===== src/rtl/flash_cmd_defs.vh =====
// constants for the address-mode and soft-reset command interpreter
`ifndef FLASH_CMD_DEFS_VH
`define FLASH_CMD_DEFS_VH
// ==========================================================
// instruction codes
`define CMD_ENTER_WIDE_ADDR 8'hB7
`define CMD_RESET_ENABLE 8'h66
`define CMD_RESET 8'h99
// dedicated wide-address instructions (read, fast read, program, erase)
`define CMD_READ_WIDE 8'h13
`define CMD_FAST_READ_WIDE 8'h0C
`define CMD_PROGRAM_WIDE 8'h12
`define CMD_ERASE_WIDE 8'hDC
// ==========================================================
// discovery-table dword 16
`define DISC_DWORD16 32'hA1F830F0
`define DISC_DWORD16_OFFSET 8'h3C
`define DISC_ENTRY_LSB 24
`define DISC_RESET_LSB 8
`define DISC_RESET_FIELD 6'h30
`define DISC_RFU_BIT 7
// ==========================================================
// bus widths and resets
`define WIDTH_SINGLE 2'h0
`define WIDTH_DUAL 2'h1
`define WIDTH_QUAD 2'h2
`define ADDR_WIDE_RESET 1'b0
`define WIDE_ADDR_BYTES 3'h4
`define NARROW_ADDR_BYTES 3'h3
`endif


===== src/rtl/flash_addr_mode_soft_reset.v =====
// command interpreter for address-width switching and the soft reset pair
`timescale 1ns/1ns
`default_nettype none
`include "flash_cmd_defs.vh"

module flash_addr_mode_soft_reset (
  input wire clk,
  input wire nrst,
  input wire csN, // chip select from pin, active low
  input wire sclk, // serial clock pin, sampled
  input wire [3:0] dqIn, // data wires in
  input wire [1:0] busWidth, // current interface width from mode logic
  input wire [7:0] discAddr, // discovery-table byte address
  output reg [7:0] discData, // discovery-table byte
  output reg wideAddr, // 32-bit addressing active
  output reg [2:0] addrBytes, // address bytes for current instruction
  output reg softReset, // one-cycle reset pulse to the device
  output reg resetArmed, // reset enable pending
  output reg cmdValid, // one-cycle pulse: instruction byte taken
  output reg [7:0] cmdByte // last instruction byte
);

// ==========================================================
// helpers
// true for instructions that carry a 32-bit address whatever the mode
function isWideCmd;
  input [7:0] c;
  begin
    isWideCmd = (c == `CMD_READ_WIDE) || (c == `CMD_FAST_READ_WIDE) ||
                (c == `CMD_PROGRAM_WIDE) || (c == `CMD_ERASE_WIDE);
  end
endfunction

// bits taken per serial clock at the given width
function [3:0] bitsPerClk;
  input [1:0] w;
  begin
    if (w == `WIDTH_QUAD) begin
      bitsPerClk = 4'h4;
    end else if (w == `WIDTH_DUAL) begin
      bitsPerClk = 4'h2;
    end else begin
      bitsPerClk = 4'h1;
    end
  end
endfunction

// ==========================================================
// pin synchronisers
reg [1:0] csSync; // chip select, two stages
reg [1:0] clkSync; // serial clock, two stages
reg [3:0] dqMeta; // data first stage
reg [3:0] dqSync; // data second stage
reg sclkLast; // previous synchronised clock for edge detect

// two flops per pin before anything looks at it
always @(posedge clk) begin
  if (!nrst) begin
    csSync <= 2'h3;
    clkSync <= 2'h0;
    dqMeta <= 4'h0;
    dqSync <= 4'h0;
    sclkLast <= 1'b0;
  end else begin
    csSync <= {csSync[0], csN};
    clkSync <= {clkSync[0], sclk};
    dqMeta <= dqIn;
    dqSync <= dqMeta;
    sclkLast <= clkSync[1];
  end
end

wire selected = ~csSync[1]; // device selected
wire sclkRise = clkSync[1] & ~sclkLast; // sampling edge, modes 0 and 3

// ==========================================================
// instruction shifter
reg [7:0] shiftReg; // instruction bits so far
reg [3:0] bitCount; // bits collected
reg gotCmd; // instruction of this frame already taken
reg [7:0] next_shift; // shifted value
reg [3:0] next_count; // count after this edge

// width follows the device's current mode so the reset pair decodes on 1/2/4 wires
always @* begin
  next_shift = shiftReg;
  next_count = bitCount + bitsPerClk(busWidth);
  if (busWidth == `WIDTH_QUAD) begin
    next_shift = {shiftReg[3:0], dqSync};
  end else if (busWidth == `WIDTH_DUAL) begin
    next_shift = {shiftReg[5:0], dqSync[1:0]};
  end else begin
    next_shift = {shiftReg[6:0], dqSync[0]};
  end
end

// collect the first byte of each frame; later bytes are address or data
always @(posedge clk) begin
  if (!nrst) begin
    shiftReg <= 8'h00;
    bitCount <= 4'h0;
    gotCmd <= 1'b0;
    cmdValid <= 1'b0;
    cmdByte <= 8'h00;
  end else begin
    cmdValid <= 1'b0;
    if (!selected) begin
      // deselect aborts a partial byte
      bitCount <= 4'h0;
      gotCmd <= 1'b0;
    end else if (sclkRise && !gotCmd) begin
      shiftReg <= next_shift;
      if (next_count >= 4'h8) begin
        cmdValid <= 1'b1;
        cmdByte <= next_shift;
        gotCmd <= 1'b1;
        bitCount <= 4'h0;
      end else begin
        bitCount <= next_count;
      end
    end
  end
end

// ==========================================================
// address mode and soft reset sequencer
localparam ST_IDLE = 2'b01; // no enable pending
localparam ST_ARMED = 2'b10; // reset enable taken
reg [1:0] state; // one-hot
reg resetPending; // 99h taken, fire at deselect

// instructions act once their byte is complete so a half-sent byte has no effect; the soft reset fires at deselect
always @(posedge clk) begin
  if (!nrst) begin
    // hardware reset or power-up returns to 24-bit addressing
    state <= ST_IDLE;
    wideAddr <= `ADDR_WIDE_RESET;
    addrBytes <= `NARROW_ADDR_BYTES;
    softReset <= 1'b0;
    resetArmed <= 1'b0;
    resetPending <= 1'b0;
  end else begin
    softReset <= 1'b0;
    if (resetPending && !selected) begin
      // completed soft reset also drops wide addressing
      resetPending <= 1'b0;
      softReset <= 1'b1;
      wideAddr <= `ADDR_WIDE_RESET;
      state <= ST_IDLE;
      resetArmed <= 1'b0;
    end else if (cmdValid) begin
      if (isWideCmd(cmdByte)) begin
        addrBytes <= `WIDE_ADDR_BYTES;
      end else begin
        addrBytes <= wideAddr ? `WIDE_ADDR_BYTES : `NARROW_ADDR_BYTES;
      end
      if (cmdByte == `CMD_ENTER_WIDE_ADDR) begin
        // no write-enable latch is consulted
        wideAddr <= 1'b1;
        addrBytes <= `WIDE_ADDR_BYTES;
      end
      case (state)
        ST_IDLE: begin
          if (cmdByte == `CMD_RESET_ENABLE) begin
            state <= ST_ARMED;
            resetArmed <= 1'b1;
          end
        end
        ST_ARMED: begin
          if (cmdByte == `CMD_RESET) begin
            resetPending <= 1'b1;
            state <= ST_IDLE;
            resetArmed <= 1'b0;
          end else if (cmdByte == `CMD_RESET_ENABLE) begin
            // a repeated enable simply stays armed
            state <= ST_ARMED;
          end else begin
            state <= ST_IDLE;
            resetArmed <= 1'b0;
          end
        end
        default: begin
          state <= ST_IDLE;
          resetArmed <= 1'b0;
        end
      endcase
    end
  end
end

// ==========================================================
// discovery-table dword, fixed content
wire [31:0] discWord = `DISC_DWORD16;
// check fields: reset support 110000b, bit 7 set
wire fieldsOk = (discWord[`DISC_RESET_LSB+5:`DISC_RESET_LSB] == `DISC_RESET_FIELD) &&
                discWord[`DISC_RFU_BIT];

// byte lanes, least significant at the lowest offset
always @(posedge clk) begin
  if (!nrst) begin
    discData <= 8'h00;
  end else if (discAddr == `DISC_DWORD16_OFFSET) begin
    discData <= fieldsOk ? discWord[7:0] : 8'hFF;
  end else if (discAddr == `DISC_DWORD16_OFFSET + 8'h01) begin
    discData <= discWord[15:8];
  end else if (discAddr == `DISC_DWORD16_OFFSET + 8'h02) begin
    discData <= discWord[23:16];
  end else if (discAddr == `DISC_DWORD16_OFFSET + 8'h03) begin
    discData <= discWord[31:`DISC_ENTRY_LSB];
  end else begin
    // other dwords live elsewhere
    discData <= 8'hFF;
  end
end

endmodule // flash_addr_mode_soft_reset
`default_nettype wire


===== config.mk =====
export PLATFORM = sky130hd
export DESIGN_NAME = flash_addr_mode_soft_reset
export DESIGN_NICKNAME = d
export VERILOG_FILES = /design/src/rtl/flash_addr_mode_soft_reset.v
export VERILOG_INCLUDE_DIRS = /design/src /design/src/rtl
export SDC_FILE = /design/constraint.sdc
export NUM_CORES = 1
export LEC_CHECK = 0
export BUFFER_PORTS_ARGS = -buffer_cell sky130_fd_sc_hd__buf_2
export CORE_MARGIN = 1
export CORE_UTILIZATION = 51
export CTS_BUF_LIST = sky130_fd_sc_hd__clkbuf_4
export CTS_CLUSTER_SIZE = 28
export DETAILED_ROUTE_END_ITERATION = 7
export GPL_TIMING_DRIVEN = 0
export HOLD_SLACK_MARGIN = 0.1
export PLACE_DENSITY = 0.78
export SLEW_MARGIN = 15
export SYNTH_ARGS = -nofsm -noshare
export SYNTH_HDL_FRONTEND = slang
export SYNTH_SLANG_ARGS = --single-unit

===== constraint.sdc =====
create_clock -name clk -period 1.63 [get_ports clk]
set_input_delay 0.0815 -clock clk [delete_from_list [all_inputs] [get_ports clk]]
set_output_delay 0.0815 -clock clk [all_outputs]
set_load 0.02 [all_outputs]

==> impl_results.md, run 1 <==
- Leading register cell type out of synthesis: sky130_fd_sc_hd__dfxtp_1
- DRT iter0 DRCs: 119
- Area growth from synthesis to layout: 26.7%
- Count of input and output buffers: 40
- Final routed wirelength across all metal layers: 4.58 mm
- Pin count of the biggest net entering global routing: 18
- Syn_nets: 250
- Number of enable flip-flop cells after synthesis: 0
- First-pass DRT Iterations: 5
- TritonCTS buffer count: 5
- First-pass GRT wire length: 7.49 mm
- Diodes inserted: 0
- Cell Count, Final, Fillers Out: 338
- Period utilisation layout: 99.9%
- Crit Reg-Reg Endpoint: cmdByte[4]
- Actual transition at the worst max-transition pin: 0.543 ns
- CTS tree: done
- Dominant cell type by area after synthesis: sky130_fd_sc_hd__dfxtp_1
- Count of unique library cells instantiated by Yosys: 47
- Commonest cells after routing, fill and taps aside: sky130_fd_sc_hd__dfxtp_1, sky130_fd_sc_hd__buf_2, sky130_fd_sc_hd__dlygate4sd3_1
- Std cell rows: 22
- Unrepaired setup endpoints after global routing: true
- Number of global-route vias before repair: 1772
- Worst rel slew slack: 63.8%
- Total number of vias: 1822
- Fmax achieved: 0.614 GHz
- Share of cells above drive strength 1: 25.5%
- Number of warnings printed during yosys synthesis: 0
- Chip width: 66.2 um
- GRT Util Overall: 22.5%
- Placed insts: 311
- Worst-case register-to-register setup slack: 0.001 ns
- Clock network latency to the later pin of the worst-skew pair: 0.38 ns
- Worst supply voltage drop on vdd: 851 uV
- Height of the die: 66.2 um
- Drt wl/cell: 13.6 um
- Count of state elements after synthesis: 49
- Crit path max-delay cell type: sky130_fd_sc_hd__or4b_4
- I/O pin total: 41
- HPWL after detailed placement: 3.01 mm
- Proportion of netlist area held by the largest area contributor: 46.6%
- Final hold violation count: 0
- Via density per instance: 5.39
- Post-Syn Area: 0.00210 mm^2
- Launch point of the worst reg-to-reg path: gotCmd
- Final Skew: 0.0182 ns
- Number of maximum-capacitance constraint violations: 0
- Post-layout nets: 316
- Level count of the clock H-tree: 2
- Post-synthesis area per instance: 9.44 um^2
- Fill cell count: 304
- Kind of capture point of the worst setup path: flip-flop
- Final weighted congestion of routability-driven global placement: 0.773
- Reg clk slew, reported paths: 0.15 ns
- Antenna violations before repair: 0
- Post-synthesis instance total: 223
- Leak pwr: 1.08 nW
- Critical Path Source: gotCmd
- Nature of the critical path startpoint: flip-flop
- Worst hold slack: 0.194 ns
- Max incr delay on CP: 0.57 ns
- Share of synthesized flip-flops with an asynchronous set or reset: 0%
- Shortest period the worst path allows: 1.63 ns
- Sequential area share after synthesis: 46.6%
- Die footprint: 0.00439 mm^2
- Detailed-route DRC error count: 0
- FF-to-FF path depth: 5
- Root Buffer Master: sky130_fd_sc_hd__clkbuf_4
- Overall overflow remaining after global route: 0
- Post-route antenna net violation count: 0
- Setup CP Type: reg -> reg
- Run status: complete, no violations
- Hold path start: busWidth[1]
- Depth of the worst hold-timing path: 4
- Most common cell after layout, fill and taps aside: sky130_fd_sc_hd__dfxtp_1
- Standard cell core area: 0.00380 mm^2
- Required time at the endpoint of the critical path: 1.93 ns
- Number of failing setup endpoints in the final timing report: 0
- Power per cell area: 746 mW/mm^2
- Type of the most critical hold path: in -> reg
- Initial cell density of the core: 55.4%
- Capture point of the worst path: cmdByte[4]
- Max clock buf depth: 2
- Post-layout total power: 1.99 mW
- Largest cells by area after synthesis: sky130_fd_sc_hd__dfxtp_1, sky130_fd_sc_hd__mux2i_1, sky130_fd_sc_hd__ha_1
- Crit-path max FO: 8
- CP Cell Sequence: or4b_4 > a211oi_4 > buf_6 > o21ai_1 > a21oi_1
- Arrival time at the worst endpoint: 1.93 ns
- Final count of pins violating max slew: 0
- Clock Sinks: 49
-- stage by stage --
stage	setup WS (ns)	setup TNS (ns)	cell area [um^2]	util, %
2_1_floorplan	0.0444	0	2110	-
3_3_place_gp	-0.238	-2.39	2370	62.4
3_5_place_dp	-0.283	-2.96	2370	62.4
4_1_cts	0.00391	0	2640	69.4
5_1_grt	-0.0638	-0.352	2670	70.2
6_report	0.00112	0	2670	70.2
-- what timing repair did --
item                                    CTS  global route
hold endpoints to repair                 18             0
hold buffers                             16             0
buffers inserted                          2             1
endpoints found under the setup margin   12            14
resized for setup                         9             8
pin swaps                                 1             1
-- layout make-up --
type                    instances  area (um^2)  share of cell area [%]
clock inverters                 3         25.0                   0.939
inverters                      13         48.8                    1.83
multi-input cells             151         1060                    39.8
flip-flops and latches         49          985                    36.9
repair buffers                 59          387                    14.5
well taps                      48         60.1                    2.25
clock buffers                   5         37.5                    1.41
plain buffers                  10         62.6                    2.35
-- cell usage after synthesis (2+ instances only) --
library cell and number:
sky130_fd_sc_hd__dfxtp_1 49, sky130_fd_sc_hd__a21oi_1 16, sky130_fd_sc_hd__nand2_1 15, sky130_fd_sc_hd__nor2_1 14
sky130_fd_sc_hd__nand3_1 13, sky130_fd_sc_hd__o21ai_0 13, sky130_fd_sc_hd__inv_1 12, sky130_fd_sc_hd__mux2i_1 12
sky130_fd_sc_hd__and2_1 11, sky130_fd_sc_hd__ha_1 8, sky130_fd_sc_hd__nor3_1 7, sky130_fd_sc_hd__nand2b_1 5
sky130_fd_sc_hd__a31oi_1 4, sky130_fd_sc_hd__clkbuf_1 4, sky130_fd_sc_hd__a32o_1 3, sky130_fd_sc_hd__buf_4 3
sky130_fd_sc_hd__and4b_1 2, sky130_fd_sc_hd__nor3b_1 2, sky130_fd_sc_hd__xnor2_1 2
-- worst min-delay path by stage --
stage                             end  slack [ns]
final                     bitCount[0]        0.19
after global routing      bitCount[0]        0.23
after CTS                 bitCount[0]        0.20
after detailed placement    csSync[0]        0.28
after global placement      csSync[0]        0.27
after floorplan           discData[5]        0.11
-- flip-flops by register name, summed over array words and instances, names as in the netlist --
| register | flops |
|---|---|
| cmdByte | 8 |
| discData | 7 |
| shiftReg | 7 |
| bitCount | 4 |
| dqMeta | 4 |
| dqSync | 4 |
| addrBytes | 2 |
| clkSync | 2 |
| csSync | 2 |
| state | 2 |
| cmdValid | 1 |
| gotCmd | 1 |
| resetArmed | 1 |
| resetPending | 1 |
| sclkLast | 1 |
| softReset | 1 |
| wideAddr | 1 |
-- worst max-delay path, delay by kind of cell, from the launching register on --
| family | cells | cell delay [ns] |
|---|---|---|
| simple gates | 1 | 0.57 |
| buf+inv | 1 | 0.15 |
| flops | 1 | 0.37 |
| compound gates | 3 | 0.46 |
-- logic make-up after synthesis --
| group | count (synthesis) | synth area share [%] |
|---|---|---|
| and+or+nand+nor | 81 | 21.5 |
| DFF | 49 | 46.6 |
| AOI/OAI and AO/OA | 46 | 13.9 |
| buffers and inverters | 23 | 5.23 |
| muxes | 13 | 6.24 |
| adders and majority gates | 9 | 5.71 |
| xor gates and xnor gates | 2 | 0.832 |
-- power breakdown --
| group | switching (mW) | internal [mW] | leakage [nW] | total, mW |
|---|---|---|---|---|
| registers | 0.00948 | 1.22 | 0.401 | 1.23 |
| logic | 0.0818 | 0.0768 | 0.649 | 0.159 |
| clock network | 0.422 | 0.177 | 0.0318 | 0.598 |
-- routing by layer --
layer	track usage, %	share of wire, %	vias to the layer above
li1	-	-	915
met1	26.1	43	849
met2	40.4	50	45
met3	4.14	4.4	13
met4	9.04	2.5	0
met5	0	0	-
Power figures use the tool's default switching activity.
==> run 2: changes to the inputs <==
--- a/config.mk
+++ b/config.mk
@@ -14,7 +14,7 @@
 export DETAILED_ROUTE_END_ITERATION = 7
 export GPL_TIMING_DRIVEN = 0
 export HOLD_SLACK_MARGIN = 0.1
-export PLACE_DENSITY = 0.78
+export PLACE_DENSITY_LB_ADDON = 0.08
 export SLEW_MARGIN = 15
 export SYNTH_ARGS = -nofsm -noshare
 export SYNTH_HDL_FRONTEND = slang
==> run 2 against run 1 <==
Net effect:
- cell area fell by 0.14%
- wire length is 2.7% lower
- final cell count fell by 0.30%
- utilization decreased by 0.099 points
==> impl_results.md, run 2 (synthesized netlist as in run 1, its figures left out) <==
- First-pass DRT Iterations: 4 (-1)
- Pin count of the biggest net entering global routing: 17 (-1)
- Number of maximum-capacitance constraint violations: 0 (unchanged)
- Number of global-route vias before repair: 1674 (-5.5%)
- Minimum setup slack after placement: -0.267 ns (+0.0153 ns)
- Detailed-route DRC error count: 0 (unchanged)
- Routing usage on met1: 28.8% (+2.7 points)
- Commonest cells after routing, fill and taps aside: sky130_fd_sc_hd__dfxtp_1, sky130_fd_sc_hd__buf_2, sky130_fd_sc_hd__nand2_1
- First-pass GRT wire length: 7.41 mm (-1.1%)
- WHS Endpoint: bitCount[0]
- Final weighted congestion of routability-driven global placement: 0.768 (-0.60%)
- Area of the multi-input gates: 0.00105 mm^2 (-1.4%)
- Period utilisation layout: 100% (about the same)
- Final worst-path setup slack: 0.000416 ns (-0.000703 ns)
- Root Buffer Master: sky130_fd_sc_hd__clkbuf_4
- Area growth from synthesis to layout: 26.5%
- Type of the most critical hold path: in -> reg
- Antenna violations before repair: 0 (unchanged)
- Launch point of the worst reg-to-reg path: sclkLast
- Required time at the endpoint of the critical path: 1.89 ns (-0.04 ns)
- HPWL after detailed placement: 3.00 mm (-0.33%)
- Arrival time at the worst endpoint: 1.89 ns (-0.04 ns)
- Worst-case register-to-register setup slack: 0.0004 ns (about the same)
- Drt wl/cell: 13.2 um (-2.4%)
- Worst supply voltage drop on vdd: 777 uV (-8.7%)
- GR Layer Usage met2: 36.5% (-4.0 points)
- Total number of vias: 1785 (-2.0%)
- Setup CP Type: reg -> reg
- Post-layout nets: 315 (-0.32%)
- Clock Sinks: 49 (unchanged)
- I/O pin total: 41 (unchanged)
- Leak pwr: 1.09 nW (+0.87%)
- Die footprint: 0.00439 mm^2 (unchanged)
- Seq. cell area: 991 um^2 (+0.64%)
- Final hold violation count: 0 (unchanged)
- Hold path start: busWidth[1]
- Critical Path Source: sclkLast
- TritonCTS buffer count: 5 (unchanged)
- Post-layout total power: 2.11 mW (+5.9%)
- Diodes inserted: 0 (unchanged)
- Overall overflow remaining after global route: 0 (unchanged)
- Max clock buf depth: 2 (unchanged)
- GRT Util Overall: 22.3% (-0.18 points)
- Fmax achieved: 0.614 GHz (about the same)
- Top flop regs: cmdByte: 8 flops, discData: 7 flops, shiftReg: 7 flops
- Met3 track demand over resource: 4.66% (+0.52 points)
- Number of failing setup endpoints in the final timing report: 0 (unchanged)
- Final Skew: 0.0139 ns (-0.00433 ns)
- Reg clk slew, reported paths: 0.15 ns (about the same)
- Share of cells above drive strength 1: 25.6% (+0.088 points)
- Nature of the critical path startpoint: flip-flop
- Level count of the clock H-tree: 2 (unchanged)
- Flip-flop count of the largest register after layout: 8 (unchanged)
- Actual transition at the worst max-transition pin: 0.556 ns (+0.0127 ns)
- Shortest period the worst path allows: 1.63 ns (+0.000703 ns)
- Final count of pins violating max slew: 0 (unchanged)
- Initial cell density of the core: 55.4% (unchanged)
- Depth of the worst hold-timing path: 4 (unchanged)
- Register bank with the most flops: cmdByte
- Unrepaired setup endpoints after global routing: true
- Crit-path max FO: 9 (+1)
- Standard cell core area: 0.00380 mm^2 (unchanged)
- Final total negative setup slack: 0 ns (unchanged)
- Std cell rows: 22 (unchanged)
- Via density per instance: 5.30 (-1.7%)
- Post-route antenna net violation count: 0 (unchanged)
- CTS tree: done
- Chip width: 66.2 um (unchanged)
- Post-layout util: 70.1% (-0.099 points)
- Crit Reg-Reg Endpoint: cmdByte[6]
- DRT iter0 DRCs: 96 (-19%)
- Most common cell after layout, fill and taps aside: sky130_fd_sc_hd__dfxtp_1
- Busiest layer in global routing: met2
- Power per cell area: 791 mW/mm^2 (+6.0%)
- Clock network latency to the later pin of the worst-skew pair: 0.37 ns (about the same)
- Final routed wirelength across all metal layers: 4.46 mm (-2.7%)
- FF-to-FF path depth: 5 (unchanged)
- Count of input and output buffers: 40 (unchanged)
- Fill cell count: 290 (-4.6%)
- Worst hold slack: 0.214 ns (+0.0193 ns)
- Run status: complete, no violations
- Kind of capture point of the worst setup path: flip-flop
- Height of the die: 66.2 um (unchanged)
- Worst rel slew slack: 63.0% (-0.84 points)
run 2: critical path, stage by stage (launching register included):
cell and delay, ns:
sky130_fd_sc_hd__dfxtp_4 0.38, sky130_fd_sc_hd__or4b_4 0.56, sky130_fd_sc_hd__a211o_1 0.26, sky130_fd_sc_hd__buf_6 0.14, sky130_fd_sc_hd__nand3_1 0.09, sky130_fd_sc_hd__a21oi_1 0.08
run 2: timing repair:
item | 4_1_cts | 5_1_grt
gates resized for setup | 6 | 8
pin swaps | 1 | 3
endpoints found under the hold margin | 19 | 0
setup buffers | 1 | 3
hold buffers | 14 | 0
setup endpoints to repair | 11 | 12
run 2: worst max-delay path by stage:
stage | cells after the start | end | slack (ns)
global route | 6 | cmdByte[0] | -0.05
global placement | 9 | cmdByte[3] | -0.23
floorplan | 8 | cmdByte[0] | 0.04
finish | 5 | cmdByte[6] | 0.0004
detailed placement | 9 | cmdByte[4] | -0.27
CTS | 5 | cmdByte[3] | 0.02
run 2: cell type report:
type                       count  share of cell area, %
timing repair buffer          58                   14.1
inverter                      13                   1.83
clock buffer                   5                   1.41
sequential                    49                   37.2
multi-input combinational    151                   39.3
tap                           48                   2.26
buffer                        10                   2.30
clock inverter                 3                   1.64
run 2: per-layer routing:
layer  up-vias  wire (um)
li1        922          -
met1       821       2040
met2        36       2220
met3         6        154
met4         0         51
met5         -          0
run 2: report_power, final:
group          internal, mW  total (mW)  switching [mW]
sequential             1.22        1.23         0.00956
combinational        0.0744       0.153          0.0787
clock                 0.326       0.724           0.397
total                  1.62        2.11           0.486
run 2: metrics by stage:
step / area [um^2] / instances
5_1_grt: 2660 / 337
4_1_cts: 2620 / 334
2_1_floorplan: 2110 / 223
3_5_place_dp: 2370 / 311
6_report: 2660 / 337
3_3_place_gp: 2370 / 311
==> run 3: changes to the inputs <==
--- a/config.mk
+++ b/config.mk
@@ -8,12 +8,12 @@
 export LEC_CHECK = 0
 export BUFFER_PORTS_ARGS = -buffer_cell sky130_fd_sc_hd__buf_2
 export CORE_MARGIN = 1
-export CORE_UTILIZATION = 51
-export CTS_BUF_LIST = sky130_fd_sc_hd__clkbuf_4
+export CORE_UTILIZATION = 49
 export CTS_CLUSTER_SIZE = 28
 export DETAILED_ROUTE_END_ITERATION = 7
 export GPL_TIMING_DRIVEN = 0
 export HOLD_SLACK_MARGIN = 0.1
+export MAX_ROUTING_LAYER = met4
 export PLACE_DENSITY_LB_ADDON = 0.08
 export SLEW_MARGIN = 15
 export SYNTH_ARGS = -nofsm -noshare
==> run 3 against run 2 <==
Net effect:
- clock-buffer cell count is 1 higher
- sequential cell count unchanged
- via count decreased by 2.6%
- power increased by 6.8%
- utilization decreased by 4.5 points
- clock power increased by 20%
- non-clock buffer count down 4
- cell area is essentially flat
- register-to-register slack better by 0.02 ns
- setup slack better by 0.023 ns
==> impl_results.md, run 3 (synthesized netlist as in run 1, its figures left out) <==
- Run status: complete, no violations
- Busiest layer in global routing: met2
- Final weighted congestion of routability-driven global placement: 0.764 (-0.55%)
- Final routed wirelength across all metal layers: 4.30 mm (-3.7%)
- Height of the die: 67.5 um (+2.0%)
- First-pass GRT wire length: 7.04 mm (-4.9%)
- Cell Count, Final, Fillers Out: 335 (-0.59%)
- Placed insts: 313 (+0.64%)
- Final Skew: 0.00695 ns (-0.00695 ns)
- Detailed-route DRC error count: 0 (unchanged)
- First-pass DRT Iterations: 4 (unchanged)
- Number of failing setup endpoints in the final timing report: 0 (unchanged)
- Fraction of power spent switching nets: 22.0% (-1.1 points)
- HPWL after detailed placement: 2.98 mm (-0.84%)
- Worst-case register-to-register setup slack: 0.02 ns (+0.02 ns)
- Flip-flop count of the largest register after layout: 8 (unchanged)
- Register bank with the most flops: cmdByte
- Routing usage on met1: 26.3% (-2.5 points)
- Worst rel slew slack: 60.5% (-2.4 points)
- CTS tree: done
- Setup CP Type: reg -> reg
- Number of global-route vias before repair: 1598 (-4.5%)
- Via density per instance: 5.19 (-2.0%)
- Die footprint: 0.00456 mm^2 (+4.0%)
- Standard cell core area: 0.00406 mm^2 (+6.8%)
- Antenna violations before repair: 0 (unchanged)
- Fill cell count: 335 (+16%)
- Clock Sinks: 49 (unchanged)
- Worst supply voltage drop on vdd: 721 uV (-7.1%)
- Required time at the endpoint of the critical path: 1.80 ns (-0.09 ns)
- Final count of pins violating max slew: 0 (unchanged)
- Period utilisation layout: 98.6% (-1.4 points)
- Initial cell density of the core: 51.9% (-3.5 points)
- Overall overflow remaining after global route: 0 (unchanged)
- Max clock buf depth: 2 (unchanged)
- Pin count of the biggest net entering global routing: 16 (-1)
- Combinational share of power: 6.7% (-0.6 points)
- Type of the most critical hold path: in -> reg
- Fmax achieved: 0.622 GHz (+1.4%)
- Share of cells above drive strength 1: 24.6% (-1.0 points)
- Commonest cells after routing, fill and taps aside: sky130_fd_sc_hd__dfxtp_1, sky130_fd_sc_hd__buf_2, sky130_fd_sc_hd__nand2_1, sky130_fd_sc_hd__a21oi_1, sky130_fd_sc_hd__nor2_1
- Flop pwr share: 54.7% (-3.7 points)
- Post-layout nets: 311 (-1.3%)
- Diodes inserted: 0 (unchanged)
- Unrepaired setup endpoints after global routing: true
- Chip width: 67.5 um (+2.0%)
- Area growth from synthesis to layout: 26.5% (about the same)
- GR Layer Usage met2: 34.0% (-2.4 points)
- Level count of the clock H-tree: 2 (unchanged)
- Kind of capture point of the worst setup path: flip-flop
- Reg clk slew, reported paths: 0.09 ns (-0.06 ns)
- Cell-internal power: 1.75 mW (+8.3%)
- Final hold violation count: 0 (unchanged)
- TritonCTS buffer count: 5 (unchanged)
- Total number of vias: 1739 (-2.6%)
- Clock Power Share: 38.6% (+4.2 points)
- Post-layout util: 65.6% (-4.5 points)
- Post-route antenna net violation count: 0 (unchanged)
- Crit-path max FO: 9 (unchanged)
- Power per cell area: 845 mW/mm^2 (+6.9%)
- Seq. cell area: 985 um^2 (-0.63%)
- DRT iter0 DRCs: 70 (-27%)
- I/O pin total: 41 (unchanged)
- Drt wl/cell: 12.8 um (-3.1%)
- Clock network latency to the later pin of the worst-skew pair: 0.30 ns (-0.07 ns)
- Leak pwr: 1.08 nW (-1.3%)
- Shortest period the worst path allows: 1.61 ns (-0.0228 ns)
- Actual transition at the worst max-transition pin: 0.587 ns (+0.0317 ns)
- Met3 track demand over resource: 5.74% (+1.1 points)
- Most common cell after layout, fill and taps aside: sky130_fd_sc_hd__dfxtp_1
- GRT Util Overall: 21.3% (-1.1 points)
- P_sw: 0.495 mW (+1.9%)
- Arrival time at the worst endpoint: 1.78 ns (-0.11 ns)
- Nature of the critical path startpoint: flip-flop
- Number of maximum-capacitance constraint violations: 0 (unchanged)
- Root Buffer Master: sky130_fd_sc_hd__clkbuf_8
- Area of the multi-input gates: 0.00106 mm^2 (+1.1%)
- Count of input and output buffers: 40 (unchanged)
- Top flop regs: cmdByte: 8 flops, discData: 7 flops, shiftReg: 7 flops
- Std cell rows: 23 (+4.5%)
-- run 3: cell types whose count changed in the layout (fill, tap and decap cells not counted), moves of 2 or more --
cell,delta
sky130_fd_sc_hd__clkbuf_4,-5
sky130_fd_sc_hd__clkbuf_8,+5
sky130_fd_sc_hd__dfxtp_4,-2
sky130_fd_sc_hd__dlygate4sd3_1,-2
sky130_fd_sc_hd__o21ai_0,+2
sky130_fd_sc_hd__o21ai_1,-2
-- run 3: final timing paths --
check,startpoint,end,cells after the start
max,gotCmd,cmdByte[6],5
min,discAddr[4],discData[1],4
max reg2reg,gotCmd,cmdByte[6],5
min reg2reg,csSync[0],csSync[1],1
-- run 3: power by group through the flow --
stage | Sequential (mW) | Clock (mW) | Combinational (mW)
2_1_floorplan | 1.27 | 0 | 0.0610
3_3_place_gp | 1.26 | 0 | 0.121
3_5_place_dp | 1.26 | 0 | 0.123
4_1_cts | 1.23 | 0.886 | 0.149
5_1_grt | 1.23 | 0.939 | 0.168
6_report | 1.23 | 0.869 | 0.151
-- run 3: repair_timing --
item / CTS / global route
hold endpoints to repair: 14 / 0
pin swaps: 0 / 1
setup buffers: 0 / 2
gates resized for setup: 5 / 5
endpoints found under the setup margin: 12 / 13
hold buffers: 12 / 0
-- run 3: stage by stage --
| stage | setup WS (ns) | total power, mW | area (um^2) | setup TNS (ns) | hold WS, ns |
|---|---|---|---|---|---|
| global route | -0.0548 | 2.34 | 2660 | -0.274 | 0.197 |
| detailed placement | -0.287 | 1.38 | 2370 | -3.27 | 0.267 |
| global placement | -0.259 | 1.38 | 2370 | -2.63 | 0.265 |
| finish | 0.0233 | 2.25 | 2660 | 0 | 0.152 |
| floorplan | 0.0444 | 1.33 | 2110 | 0 | 0.109 |
| CTS | 0.0142 | 2.26 | 2630 | 0 | 0.143 |
-- run 3: critical path, stage by stage, from the launching register on --
cell and delay, ns:
sky130_fd_sc_hd__dfxtp_2 0.35, sky130_fd_sc_hd__or4b_4 0.57, sky130_fd_sc_hd__a211o_1 0.27, sky130_fd_sc_hd__buf_6 0.14
sky130_fd_sc_hd__nand3_1 0.07, sky130_fd_sc_hd__a21oi_1 0.08
-- run 3: layout make-up --
| cell class | instances | share of cell area, % |
|---|---|---|
| Buffer | 10 | 2.30 |
| Multi-Input combinational cell | 151 | 39.7 |
| Timing Repair Buffer | 54 | 12.6 |
| Clock inverter | 2 | 1.46 |
| Clock buffer | 6 | 2.73 |
| Tap cell | 50 | 2.35 |
| Inverter | 13 | 1.83 |
| Sequential cell | 49 | 37.0 |
-- run 3: per-layer routing --
metal	vias to the layer above	share of wire (%)	wire (um)
met1	795	48	2070
li1	909	-	-
met3	2	3.5	149
met5	-	0	0
met4	0	0.26	11
met2	33	48	2060
